==> config.mk <==
export PLATFORM = sky130hd
export DESIGN_NAME = sgsc_ctrl
export DESIGN_NICKNAME = d
export VERILOG_FILES = /design/src/rtl/sgsc_pkg.sv /design/src/rtl/sgsc_hold_timer.sv /design/src/rtl/sgsc_ctrl.sv
export SDC_FILE = /design/constraint.sdc
export NUM_CORES = 2
export LEC_CHECK = 0
export BUFFER_PORTS_ARGS = -buffer_cell sky130_fd_sc_hd__buf_4
export CAP_MARGIN = 20
export CELL_PAD_IN_SITES_DETAIL_PLACEMENT = 1
export CELL_PAD_IN_SITES_GLOBAL_PLACEMENT = 1
export CORE_ASPECT_RATIO = 2
export CORE_MARGIN = 4
export CORE_UTILIZATION = 42
export DETAILED_ROUTE_END_ITERATION = 6
export GPL_TIMING_DRIVEN = 0
export PLACE_DENSITY_LB_ADDON = 0.1
export SLEW_MARGIN = 20
export SYNTH_ARGS = -nofsm -noshare
export SYNTH_HDL_FRONTEND = slang
export SYNTH_HIERARCHICAL = 1
export SYNTH_SLANG_ARGS = --single-unit
export TNS_END_PERCENT = 1
==> constraint.sdc <==
create_clock -name core_clk -period 18.5 [get_ports core_clk]
set_clock_uncertainty 0.2 [all_clocks]
set_input_delay 3.7 -clock core_clk [delete_from_list [all_inputs] [get_ports core_clk]]
set_output_delay 3.7 -clock core_clk [all_outputs]
set_load 0.02 [all_outputs]
==> src/rtl/sgsc_pkg.sv <==
// package for the servo gain switchover controller: register map,
// reset values, write limits, time bases and the output carrier.
// assumes one 25 MHz core clock and an avalon-mm master with word addresses.
// Notes on behaviour
// blend 0..1000 per mille, default 1000
// speed feedforward select 0/1, applied on restart
// speed feedforward gain 0..1500, default 300
// speed feedforward filter 0..6400, default 50
// torque feedforward select 0..2, on restart
// torque feedforward gain 0..1000, filter 0..6400
// gain input: p/pi toggle or group swap
// modes 0 and 1 fix group 1/2
// mode 2 follows gain select input
// position mode 3: torque threshold with delay
// position mode 4 not applicable, group 1
// position mode 5: speed command threshold
// position mode 6: position deviation threshold
// position mode 7: command nonzero, delayed return
// position mode 8: positioning incomplete means group 2
// position mode 9: speed feedback threshold
// position mode 10: command zero and slow
// speed mode 3: torque threshold, speed delay
// speed mode 4: speed command variation threshold
// speed mode 5: speed command threshold
// torque mode 3: torque threshold, torque delay
// observer cutoff 0..500 hz, on restart
// rise above grade+hyst, release below grade-hyst
package sgsc_pkg;
  localparam int NCFG = 23;
  // word indices of the configuration registers
  localparam logic [4:0] A_BLEND = 5'h00, A_SFF_SEL = 5'h01;
  localparam logic [4:0] A_SFF_GAIN = 5'h02, A_SFF_FILT = 5'h03;
  localparam logic [4:0] A_TFF_SEL = 5'h04, A_TFF_GAIN = 5'h05;
  localparam logic [4:0] A_TFF_FILT = 5'h06, A_DI_FUNC = 5'h07;
  localparam logic [4:0] A_POS_MODE = 5'h08, A_POS_DELAY = 5'h09;
  localparam logic [4:0] A_POS_GRADE = 5'h0a, A_POS_HYST = 5'h0b;
  localparam logic [4:0] A_POS_TIME = 5'h0c, A_SPD_MODE = 5'h0d;
  localparam logic [4:0] A_SPD_DELAY = 5'h0e, A_SPD_GRADE = 5'h0f;
  localparam logic [4:0] A_SPD_HYST = 5'h10, A_TRQ_MODE = 5'h11;
  localparam logic [4:0] A_TRQ_DELAY = 5'h12, A_TRQ_GRADE = 5'h13;
  localparam logic [4:0] A_TRQ_HYST = 5'h14, A_OBS_EN = 5'h15;
  localparam logic [4:0] A_OBS_CUT = 5'h16, A_RESTART = 5'h17;
  localparam logic [4:0] A_STATUS = 5'h18;
  // values after reset, in register order
  localparam logic [15:0] CFG_DEF [NCFG] = '{
    16'h03e8, 16'h0000, 16'h012c, 16'h0032, 16'h0000, 16'h0000,
    16'h0000, 16'h0000, 16'h0000, 16'h0032, 16'h0032, 16'h0021,
    16'h0021, 16'h0000, 16'h0000, 16'h0000, 16'h0000, 16'h0000,
    16'h0000, 16'h0000, 16'h0000, 16'h0000, 16'h0064};
  // largest value each register accepts; larger writes saturate
  localparam logic [15:0] CFG_MAX [NCFG] = '{
    16'h03e8, 16'h0001, 16'h05dc, 16'h1900, 16'h0002, 16'h03e8,
    16'h1900, 16'h0001, 16'h000a, 16'h03e8, 16'h4e20, 16'h4e20,
    16'h03e8, 16'h0005, 16'h03e8, 16'h4e20, 16'h4e20, 16'h0003,
    16'h03e8, 16'h4e20, 16'h4e20, 16'h0002, 16'h01f4};
  // switchover delays count in 0.1 ms steps
  localparam int CLK_NS = 40;
  localparam int DELAY_STEP_NS = 100000;
  localparam int STEP_CYCLES = DELAY_STEP_NS / CLK_NS;
  localparam logic [11:0] STEP_LAST = 12'(STEP_CYCLES - 1);
  // control modes as presented on ctrl_mode
  localparam logic [1:0] CM_POS = 2'h0, CM_SPD = 2'h1, CM_TRQ = 2'h2;
  typedef enum {K_G1, K_G2, K_DI, K_THR, K_CMD, K_DONE, K_CMDFB}
    sgsc_kind_t;
  typedef struct packed {
    logic [15:0] blend;
    logic sff_on;
    logic [15:0] sff_gain;
    logic [15:0] sff_filt;
    logic [1:0] tff_sel;
    logic [15:0] tff_gain;
    logic [15:0] tff_filt;
    logic [1:0] obs_en;
    logic [15:0] obs_cut;
    logic group2;
    logic p_only;
  } sgsc_loop_cfg_t;
endpackage

==> src/rtl/sgsc_hold_timer.sv <==
// return-delay timer for the gain switchover: counts delay steps while
// the release condition holds. assumes a one-cycle step pulse.
`timescale 1ns/1ps
module sgsc_hold_timer (
  input wire logic core_clk,
  input wire logic reset,
  input wire logic step,
  input wire logic run,
  input wire logic [15:0] delay,
  output logic expired
);
  logic [15:0] count;

  // restart from zero whenever the release condition breaks
  always_ff @(posedge core_clk or posedge reset) begin
    if (reset) begin
      count <= 16'h0000;
    end else if (!run) begin
      count <= 16'h0000;
    end else if (step && count < delay) begin
      count <= count + 16'h0001;
    end
  end

  // a zero delay expires on the cycle after the release begins
  always_ff @(posedge core_clk or posedge reset) begin
    if (reset) begin
      expired <= 1'b0;
    end else begin
      expired <= run && (count >= delay);
    end
  end
endmodule

==> src/rtl/sgsc_ctrl.sv <==
// servo gain switchover controller: avalon-mm register file, restart
// shadows for restart-effective settings, and gain group selection.
// assumes quantities from core logic on core_clk, pins asynchronous.
//
// Added by the designer: the register addresses and register access over Avalon-MM.
`timescale 1ns/1ps
module sgsc_ctrl
  import sgsc_pkg::*;
(
  input wire logic core_clk,
  input wire logic reset,
  input wire logic [4:0] avs_address,
  input wire logic avs_read,
  input wire logic avs_write,
  input wire logic [31:0] avs_writedata,
  output logic [31:0] avs_readdata,
  output logic avs_waitrequest,
  input wire logic [1:0] ctrl_mode,
  input wire logic gain_sel_pin,
  input wire logic pos_done_pin,
  input wire logic signed [15:0] torque_cmd,
  input wire logic signed [15:0] speed_cmd,
  input wire logic signed [15:0] speed_var,
  input wire logic signed [15:0] speed_fb,
  input wire logic signed [31:0] pos_dev,
  input wire logic signed [31:0] pos_cmd,
  output sgsc_loop_cfg_t loop_cfg
);
  logic [15:0] cfg [NCFG];
  logic act_sff;
  logic [1:0] act_tff;
  logic [1:0] act_obs_en;
  logic [15:0] act_obs_cut;
  logic group2;
  logic p_only;
  logic next_group2;
  logic next_p_only;
  logic gsel_m, gsel_s, done_m, done_s;
  logic [11:0] step_cnt;
  logic step;
  logic hit_w;
  logic restart_hit;
  logic [31:0] rd_val;
  sgsc_kind_t kind;
  logic [15:0] dly_v, grade_v, hyst_v;
  logic [31:0] mag_v;
  logic [16:0] rise_lvl;
  logic [15:0] fall_lvl;
  logic hi, rel, run, expired;

  function automatic logic [31:0] mag16(input logic signed [15:0] v);
    mag16 = v[15] ? 32'(-17'(v)) : 32'(v);
  endfunction

  function automatic logic [31:0] mag32(input logic signed [31:0] v);
    mag32 = v[31] ? 32'(-v) : 32'(v);
  endfunction

  // two flops on each pin; only the second stage is read
  always_ff @(posedge core_clk or posedge reset) begin
    if (reset) begin
      gsel_m <= 1'b0;
      gsel_s <= 1'b0;
      done_m <= 1'b0;
      done_s <= 1'b0;
    end else begin
      gsel_m <= gain_sel_pin;
      gsel_s <= gsel_m;
      done_m <= pos_done_pin;
      done_s <= done_m;
    end
  end

  // one pulse per delay step
  always_ff @(posedge core_clk or posedge reset) begin
    if (reset) begin
      step_cnt <= 12'h000;
      step <= 1'b0;
    end else begin
      step <= (step_cnt == STEP_LAST);
      step_cnt <= (step_cnt == STEP_LAST) ? 12'h000 : step_cnt + 12'h001;
    end
  end

  // bus handshake: first cycle drops waitrequest, the next edge completes
  assign hit_w = avs_write && !avs_waitrequest;
  assign restart_hit = hit_w && avs_address == A_RESTART
    && avs_writedata[0];

  always_ff @(posedge core_clk or posedge reset) begin
    if (reset) begin
      avs_waitrequest <= 1'b1;
    end else if ((avs_read || avs_write) && avs_waitrequest) begin
      avs_waitrequest <= 1'b0;
    end else begin
      avs_waitrequest <= 1'b1;
    end
  end

  // read mux; unmapped words and reserved bits read zero
  always_comb begin
    rd_val = 32'h0000_0000;
    if (avs_address < 5'(NCFG)) begin
      rd_val = {16'h0000, cfg[avs_address]};
    end else if (avs_address == A_STATUS) begin
      rd_val = {16'h0000, act_obs_cut[8:0], act_obs_en, act_tff,
                act_sff, p_only, group2};
    end
  end

  always_ff @(posedge core_clk or posedge reset) begin
    if (reset) begin
      avs_readdata <= 32'h0000_0000;
    end else if (avs_read && avs_waitrequest) begin
      avs_readdata <= rd_val;
    end
  end

  // configuration store; writes beyond a register's range saturate
  always_ff @(posedge core_clk or posedge reset) begin
    if (reset) begin
      for (int i = 0; i < NCFG; i++) begin
        cfg[i] <= CFG_DEF[i];
      end
    end else if (hit_w && avs_address < 5'(NCFG)) begin
      for (int i = 0; i < NCFG; i++) begin
        if (avs_address == 5'(i)) begin
          cfg[i] <= (avs_writedata[31:16] != 16'h0000
                     || avs_writedata[15:0] > CFG_MAX[i]) ?
                    CFG_MAX[i] : avs_writedata[15:0];
        end
      end
    end
  end

  // restart-effective settings take the stored value only on restart
  always_ff @(posedge core_clk or posedge reset) begin
    if (reset) begin
      act_sff <= CFG_DEF[A_SFF_SEL][0];
      act_tff <= CFG_DEF[A_TFF_SEL][1:0];
      act_obs_en <= CFG_DEF[A_OBS_EN][1:0];
      act_obs_cut <= CFG_DEF[A_OBS_CUT];
    end else if (restart_hit) begin
      act_sff <= cfg[A_SFF_SEL][0];
      act_tff <= cfg[A_TFF_SEL][1:0];
      act_obs_en <= cfg[A_OBS_EN][1:0];
      act_obs_cut <= cfg[A_OBS_CUT];
    end
  end

  // pick the selector kind and its parameters for the active mode
  always_comb begin
    kind = K_G1;
    dly_v = cfg[A_POS_DELAY];
    grade_v = cfg[A_POS_GRADE];
    hyst_v = cfg[A_POS_HYST];
    mag_v = mag16(torque_cmd);
    unique case (ctrl_mode)
      CM_POS: begin
        unique case (cfg[A_POS_MODE])
          16'h0000: kind = K_G1;
          16'h0001: kind = K_G2;
          16'h0002: kind = K_DI;
          16'h0003: kind = K_THR;
          16'h0004: kind = K_G1;
          16'h0005: begin
            kind = K_THR;
            mag_v = mag16(speed_cmd);
          end
          16'h0006: begin
            kind = K_THR;
            mag_v = mag32(pos_dev);
          end
          16'h0007: kind = K_CMD;
          16'h0008: kind = K_DONE;
          16'h0009: begin
            kind = K_THR;
            mag_v = mag16(speed_fb);
          end
          16'h000a: begin
            kind = K_CMDFB;
            mag_v = mag16(speed_fb);
          end
          default: kind = K_G1;
        endcase
      end
      CM_SPD: begin
        dly_v = cfg[A_SPD_DELAY];
        grade_v = cfg[A_SPD_GRADE];
        hyst_v = cfg[A_SPD_HYST];
        unique case (cfg[A_SPD_MODE])
          16'h0000: kind = K_G1;
          16'h0001: kind = K_G2;
          16'h0002: kind = K_DI;
          16'h0003: kind = K_THR;
          16'h0004: begin
            kind = K_THR;
            mag_v = mag16(speed_var);
          end
          16'h0005: begin
            kind = K_THR;
            mag_v = mag16(speed_cmd);
          end
          default: kind = K_G1;
        endcase
      end
      CM_TRQ: begin
        dly_v = cfg[A_TRQ_DELAY];
        grade_v = cfg[A_TRQ_GRADE];
        hyst_v = cfg[A_TRQ_HYST];
        unique case (cfg[A_TRQ_MODE])
          16'h0000: kind = K_G1;
          16'h0001: kind = K_G2;
          16'h0002: kind = K_DI;
          16'h0003: kind = K_THR;
          default: kind = K_G1;
        endcase
      end
      default: kind = K_G1;
    endcase
  end

  // hysteresis band; the lower edge floors at zero
  assign rise_lvl = {1'b0, grade_v} + {1'b0, hyst_v};
  assign fall_lvl = (grade_v > hyst_v) ? grade_v - hyst_v : 16'h0000;

  // next group and regulator form
  always_comb begin
    next_group2 = group2;
    next_p_only = 1'b0;
    hi = 1'b0;
    rel = 1'b0;
    unique case (kind)
      K_G1: next_group2 = 1'b0;
      K_G2: next_group2 = 1'b1;
      K_DI: begin
        if (cfg[A_DI_FUNC][0]) begin
          next_group2 = gsel_s;
        end else begin
          next_group2 = 1'b0;
          next_p_only = gsel_s;
        end
      end
      K_THR: begin
        hi = mag_v > 32'(rise_lvl);
        rel = mag_v < 32'(fall_lvl);
      end
      K_CMD: begin
        hi = pos_cmd != 32'h0000_0000;
        rel = !hi;
      end
      K_DONE: begin
        hi = !done_s;
        rel = done_s;
      end
      K_CMDFB: begin
        hi = pos_cmd != 32'h0000_0000;
        rel = !hi && mag_v < 32'(grade_v);
      end
    endcase
    if (hi) begin
      next_group2 = 1'b1;
    end else if (rel && expired) begin
      next_group2 = 1'b0;
    end
  end

  // the timer only runs while group 2 waits to be released
  assign run = rel && group2;

  sgsc_hold_timer u_hold (
    .core_clk(core_clk),
    .reset(reset),
    .step(step),
    .run(run),
    .delay(dly_v),
    .expired(expired)
  );

  always_ff @(posedge core_clk or posedge reset) begin
    if (reset) begin
      group2 <= 1'b0;
      p_only <= 1'b0;
    end else begin
      group2 <= next_group2;
      p_only <= next_p_only;
    end
  end

  // registered carrier to the loops; one cycle behind the decision
  always_ff @(posedge core_clk or posedge reset) begin
    if (reset) begin
      loop_cfg <= '0;
    end else begin
      loop_cfg.blend <= cfg[A_BLEND];
      loop_cfg.sff_on <= act_sff;
      loop_cfg.sff_gain <= cfg[A_SFF_GAIN];
      loop_cfg.sff_filt <= cfg[A_SFF_FILT];
      loop_cfg.tff_sel <= act_tff;
      loop_cfg.tff_gain <= cfg[A_TFF_GAIN];
      loop_cfg.tff_filt <= cfg[A_TFF_FILT];
      loop_cfg.obs_en <= act_obs_en;
      loop_cfg.obs_cut <= act_obs_cut;
      loop_cfg.group2 <= group2;
      loop_cfg.p_only <= p_only;
    end
  end
endmodule

* Yosys cells after proc, flatten, opt, wreduce, memory -nomap -nowiden *
Cells that the tools add are included.

operators by class
  shift operators = 0
  mux-type cells = 43
  div/mod/pow operators = 0
  equal/unequal tests = 51
  bitwise logic cells = 1
  multipliers = 0
  $lt $le $gt $ge = 18
  $add $sub $neg = 9
  reductions and logical operators = 58

operators by type and width
  kind                                                                    count
  16-bit 2-to-1 mux                                                       17
  32-bit one-hot mux with 3 select lines                                  2
  32-bit 2-to-1 mux                                                       5
  16-bit negator with 32-bit output                                       4
  32-bit one-hot mux with 2 select lines                                  2
  16-bit by 2-bit == test with 1-bit output (second input constant)       6
  32-bit by 3-bit == test with 1-bit output (second input constant)       3
  16-bit one-hot mux with 2 select lines                                  3
  16-bit binary-select mux with 5-bit select                              1
  16-bit by 3-bit == test with 1-bit output (second input constant)       5
  32-bit by 2-bit == test with 1-bit output (second input constant)       2
  32-bit by 16-bit less-than comparator with 1-bit output                 2
  16-bit by 1-bit == test with 1-bit output (second input constant)       3
  16-bit by 4-bit == test with 1-bit output (second input constant)       3
  2-bit AND reduction                                                     23
  5-bit == test (second input constant)                                   9
  5-bit by 4-bit == test with 1-bit output (second input constant)        8
  32-bit by 1-bit == test with 1-bit output (second input constant)       1
  16-bit by 2-bit > comparator with 1-bit output (second input constant)  2
  32-bit by 17-bit > comparator with 1-bit output                         1
  32-bit zero test                                                        1
  32-bit negator                                                          1
  32-bit nonzero test                                                     1
  5-bit by 3-bit == test with 1-bit output (second input constant)        4
  40 further kinds                                                        71

storage, ports and cells
  bits in read-only memories = 0
  input bits = 173
  flip-flop bits (word level) = 561
  memories kept = 0
  bits in latches = 0
  output and inout port bits = 136
  word-level logic and storage cells = 230
  bits in writable memories = 0

* Logic depth before layout (Yosys ltp) *
  depth in word-level cells = 10
  gate-level depth with buffers = 32
  depth with buffers taken out = 27

* Hierarchy *
Netlist, hierarchy kept.

modules (own cells, without submodules)
  module           cells an instance  instances  seq. area each (um^2)  area an instance (um^2)
  sgsc_ctrl        2661               1          13250.2                27288.7
  sgsc_hold_timer  156                1          425.4                  1323.8

* Least setup slack after synthesis *
OpenSTA, ideal clock, no wires.

  path type = input to register
  start point = in ctrl_mode[0]
  end point = reg u_hold.count[12]
  path slack = 8.383 ns
  setup time = 0.078 ns
  required time = 18.222 ns
  path buffers = 7
  stages = 30
  data arrival time = 9.839 ns
  path through = inv_1 -> ha_1 -> clkbuf_1 -> clkbuf_1 -> clkbuf_1 -> nor2_1 -> a21oi_1 -> ha_1 -> clkbuf_1 -> or4_1 -> nor3_1 -> a21oi_1 -> o21a_1 -> a21oi_1 -> clkbuf_1 -> nand2_1 -> ha_1 -> a21o_1 -> a21o_1 -> a21oi_1 -> nor2_1 -> a2111oi_0 -> nor2_1 -> or4_1 -> o311ai_1 -> and2_1 -> clkbuf_1 -> inv_1 -> clkbuf_1 -> a21oi_1

between the ends
  longest elaborated chain between the ends = 8
  elaborated cells on any way between the ends = 24
  those cells by class = add/sub (1); order compare (4); eq/ne (7); mux (8); reduce/logical (4)

ends and longest elaborated chain
  what                                                                              RTL line               RTL
  from (decl)                                                                       sgsc_ctrl.sv:18        input wire logic [1:0] ctrl_mode,
  2-bit == test / 2-bit by 1-bit == test with 1-bit output (equally long branches)  sgsc_ctrl.sv:158       unique case (ctrl_mode)
  16-bit one-hot mux with 2 select lines                                            sgsc_ctrl.sv:158
  16-bit subtractor / 16-bit > comparator (equally long branches)                   sgsc_ctrl.sv:225       assign fall_lvl = (grade_v > hyst_v) ? grade_v - hyst_v : 16'h0000;
  16-bit 2-to-1 mux                                                                 sgsc_ctrl.sv:225
  32-bit by 16-bit less-than comparator with 1-bit output                           sgsc_ctrl.sv:246       rel = mag_v < 32'(fall_lvl);
  1-bit one-hot mux with 4 select lines (*)                                         sgsc_ctrl.sv:233       unique case (kind)
  1-bit logical AND (*)                                                             sgsc_ctrl.sv:269       assign run = rel && group2;
  via run                                                                           sgsc_ctrl.sv:49        logic hi, rel, run, expired;
  2-bit inequality test (no line) / 16-bit 2-to-1 mux (equally long branches)       n/a
  to (signal assigned)                                                              sgsc_hold_timer.sv:21  count <= count + 16'h0001;
  to (decl)                                                                         sgsc_hold_timer.sv:12  logic [15:0] count;

The timed path passes the listed nets; every way through them passes the cells marked *.
A chain may end at the register's enable or synchronous reset.

* Worst setup path in the final report *
  start point = in ctrl_mode[1]
  end point = reg u_hold.expired

between the ends
  longest elaborated chain between the ends = 8
  elaborated cells on any way between the ends = 22
  those cells by class = add/sub (1); order compare (4); eq/ne (6); mux (7); reduce/logical (4)

ends and longest elaborated chain
  what                                                                              RTL line               RTL
  2-bit == test / 2-bit by 1-bit == test with 1-bit output (equally long branches)  sgsc_ctrl.sv:158
  16-bit one-hot mux with 2 select lines                                            sgsc_ctrl.sv:158
  16-bit subtractor / 16-bit > comparator (equally long branches)                   sgsc_ctrl.sv:225
  16-bit 2-to-1 mux                                                                 sgsc_ctrl.sv:225
  32-bit by 16-bit less-than comparator with 1-bit output                           sgsc_ctrl.sv:246
  1-bit one-hot mux with 4 select lines (*)                                         sgsc_ctrl.sv:233
  1-bit logical AND (*)                                                             sgsc_ctrl.sv:269
  via run                                                                           sgsc_ctrl.sv:49
  1-bit logical AND (*)                                                             sgsc_hold_timer.sv:30  expired <= run && (count >= delay);
  to (signal assigned)                                                              sgsc_hold_timer.sv:30
  to (decl)                                                                         sgsc_hold_timer.sv:10  output logic expired

Marked as above.

==> impl_metrics.yaml <==
pwr:
  vdd_drop_max_mv: 0.0766
  power_density_nw_per_um2: 90.5
  leakage_nw: 15.4
  power_mw: 3.08
worst_setup_path:
  worst_ep_required_time_ps: 18800
  max_stage_delay_ps: 630
  path_class: "primary input to flop"
  r2r-start: "cfg[122]"
  crit_family: "buffers and inverters"
  crit_start: "ctrl_mode[1]"
  startpoint_type: "primary input"
  endpoint_kind: "flop"
  crit_slowest_cell: "clkbuf_1"
  worstPathArrival_ps: 13330
  cp_max_fo: 10
  cp_num_buf_inv: 10
  worst_path_most_repeated_cell: "clkbuf_1"
min_path:
  hp-class: "flop to flop"
  min_from: "gsel_m"
synth:
  avgSynthCellArea_um2: 10.2
  synth_top_flop_cell: "dfrtp_1"
  synth.top_cell.area_share_pct: 45.0
  ys_ff_latch: 545
  async_flop_share_pct: 100
  yosysUniqueCellTypes: 92
  synth_edf_count: 0
  yosysTopAreaCell: "dfrtp_1"
  synth-seq-area-share_pct: 47.8
  ys_warn_count: 6
  synth_area_leaders: "dfrtp_1, mux4_2, nand2_1"
  synthesis.area_um2: 28600
  syn_inst: 2817
routing:
  dr.pass1.iters: 7
  vias_per_cell: 6.02
  ant_nets: 0
  dr_wl_met3_um: 7010
  met1_length_um: 40300
  routed_wl_um: 131000
  wl_met2_um: 66600
  highest_layer: "met5"
  drt-initial-drc-count: 1761
  drc: 0
  routed-via-count: 24800
  wl_per_cell_um: 31.7
grt:
  gr-usage-all-layers_pct: 35.7
  grt_pass1_vias: 27300
  antenna_found_initial: 5
  grt_overflow_total: 0
  grt_first_pass_wirelength_um: 187000
  grt_max_degree: 36
floorplanning:
  fp.dieH_um: 377
  die_w_um: 193
  pin_count: 309
  start_util_pct: 42.3
  rows: 135
  core-area_um2: 67600
  die_area_um2: 72600
cts:
  cts_buffers: 47
  cts_tree: "done"
  cts_setup_buffers: 0
  ctsResizeCount: 0
  clockBufferDepth: 3
  clkTransAtPathRegs_ps: 70
  clock_latency_ps: 600
  clock_sinks: 545
  holdBufCountCts: 0
  h-tree-depth: 2
  root_buffer: "clkbuf_16"
final_layout:
  stdcell_count: 4118
  final_util_pct: 50.3
  layout_commonest_cell: "dfrtp_1"
  finalInstanceArea_um2: 34000
  area_delta_synth_final_pct: 18.8
  drive_above_1_share_pct: 18.3
  nets: 3464
  mostFrequentLayoutCells: "dfrtp_1, nand2_1, buf_4"
place:
  dp_cells: 4025
  place.gp.congestion: 1.14
  place_area_um2: 32300
  io_buffers: 285
  hpwl_um: 106000
  dp_slack_ps: 5010
sta:
  period_needed_ps: 13040
  setup_ws_ps: 5460
  holdWs_ps: 158
  rsz0062_at_grt: "no"
  hold_viol: 0
  max_freq_ghz: 0.0767
  worst-slew-pin-transition_ps: 1180
  period_share_pct: 70.5
  tns_ps: 0
  slew_viol_final: 0
  slew_headroom_pct: 20.9
  setup-violations-final: 0
outcome:
  status: "finished clean"
flow_run:
  maxCapViolCount: 0
==> per-layer routing <==
metal	vias to the layer above	GRT usage, %
li1	10700	-
met1	12600	33.6
met2	1026	63.5
met3	422	5.61
met4	2	34.7
met5	-	0
==> cell type report <==
class | count | area, µm²
inverter | 105 | 398
multi-input combinational | 2012 | 13900
fill | 7533 | 33600
tap | 890 | 1110
clock inverter | 24 | 322
antenna | 5 | 12.5
buffer | 170 | 716
clock buffer | 64 | 1360
sequential | 545 | 13700
timing repair buffer | 303 | 2490
==> logic make-up after synthesis <==
kind of cell             Yosys count  share of synthesized area, %
AND/OR/NAND/NOR                  977                          16.8
AO/OA/AOI/OAI                    651                          13.8
multiplexers                     149                          9.53
flip-flops                       545                          47.8
buffers and inverters            275                          3.87
XOR/XNOR                         111                          3.40
adder cells (fa/ha/maj)          108                          4.77
other                              1                        0.0131
==> path summary, 6_finish.rpt <==
check                                 end  slack (ps)  depth (start not counted)
max in group asynchronous  act_obs_cut[5]       12980                          9
min                                gsel_s         160                          0
min reg2reg                        gsel_s         160                          0
max reg2reg                u_hold/expired       10130                         27
min in group asynchronous     step_cnt[7]        3030                          2
max                        u_hold/expired        5460                         33
==> worst reg2reg max path: cells and delay by family, from the launching register on <==
family	cells	cell delay [ps]
buffers and inverters	5	1560
AOI/OAI and AO/OA	12	3470
and+or+nand+nor	8	1930
adders and majority gates	2	670
DFF	1	430
==> synthesized netlist by cell type, drive strengths merged, types with 7 or more instances <==
| library cell | number |
|---|---|
| dfrtp | 515 |
| nand2 | 371 |
| o21ai | 270 |
| nor2 | 164 |
| a21oi | 148 |
| clkbuf | 127 |
| ha | 105 |
| inv | 103 |
| nor2b | 102 |
| mux4 | 96 |
| and2 | 92 |
| xor2 | 65 |
| a22oi | 49 |
| nand3 | 48 |
| nor3 | 47 |
| xnor2 | 46 |
| buf | 43 |
| nor4 | 33 |
| dfstp | 30 |
| o31ai | 30 |
| o22ai | 29 |
| mux2i | 28 |
| mux2 | 25 |
| or4 | 25 |
| nand4 | 23 |
| nand2b | 18 |
| a222oi | 16 |
| or3 | 16 |
| a21o | 14 |
| and3 | 11 |
| o41ai | 11 |
| a31oi | 10 |
| or2 | 10 |
| o22a | 8 |
| o21bai | 7 |
| o221ai | 7 |
==> flip-flops by register name, summed over array words and instances (netlist names), 2 cells and up <==
signal / flops
u_hold/count: 16
act_tff: 2
act_obs_en: 2
loop_cfg: 103
avs_readdata: 16
step_cnt: 12
cfg: 368
act_obs_cut: 16
==> where the power goes <==
part           leakage (nW)  switching [mW]  total [mW]  internal (mW)
Clock                 0.811           0.492        1.10          0.608
Combinational          7.24           0.404       0.644          0.240
Sequential             7.36          0.0720        1.33           1.26
Power figures use the tool's default switching activity.
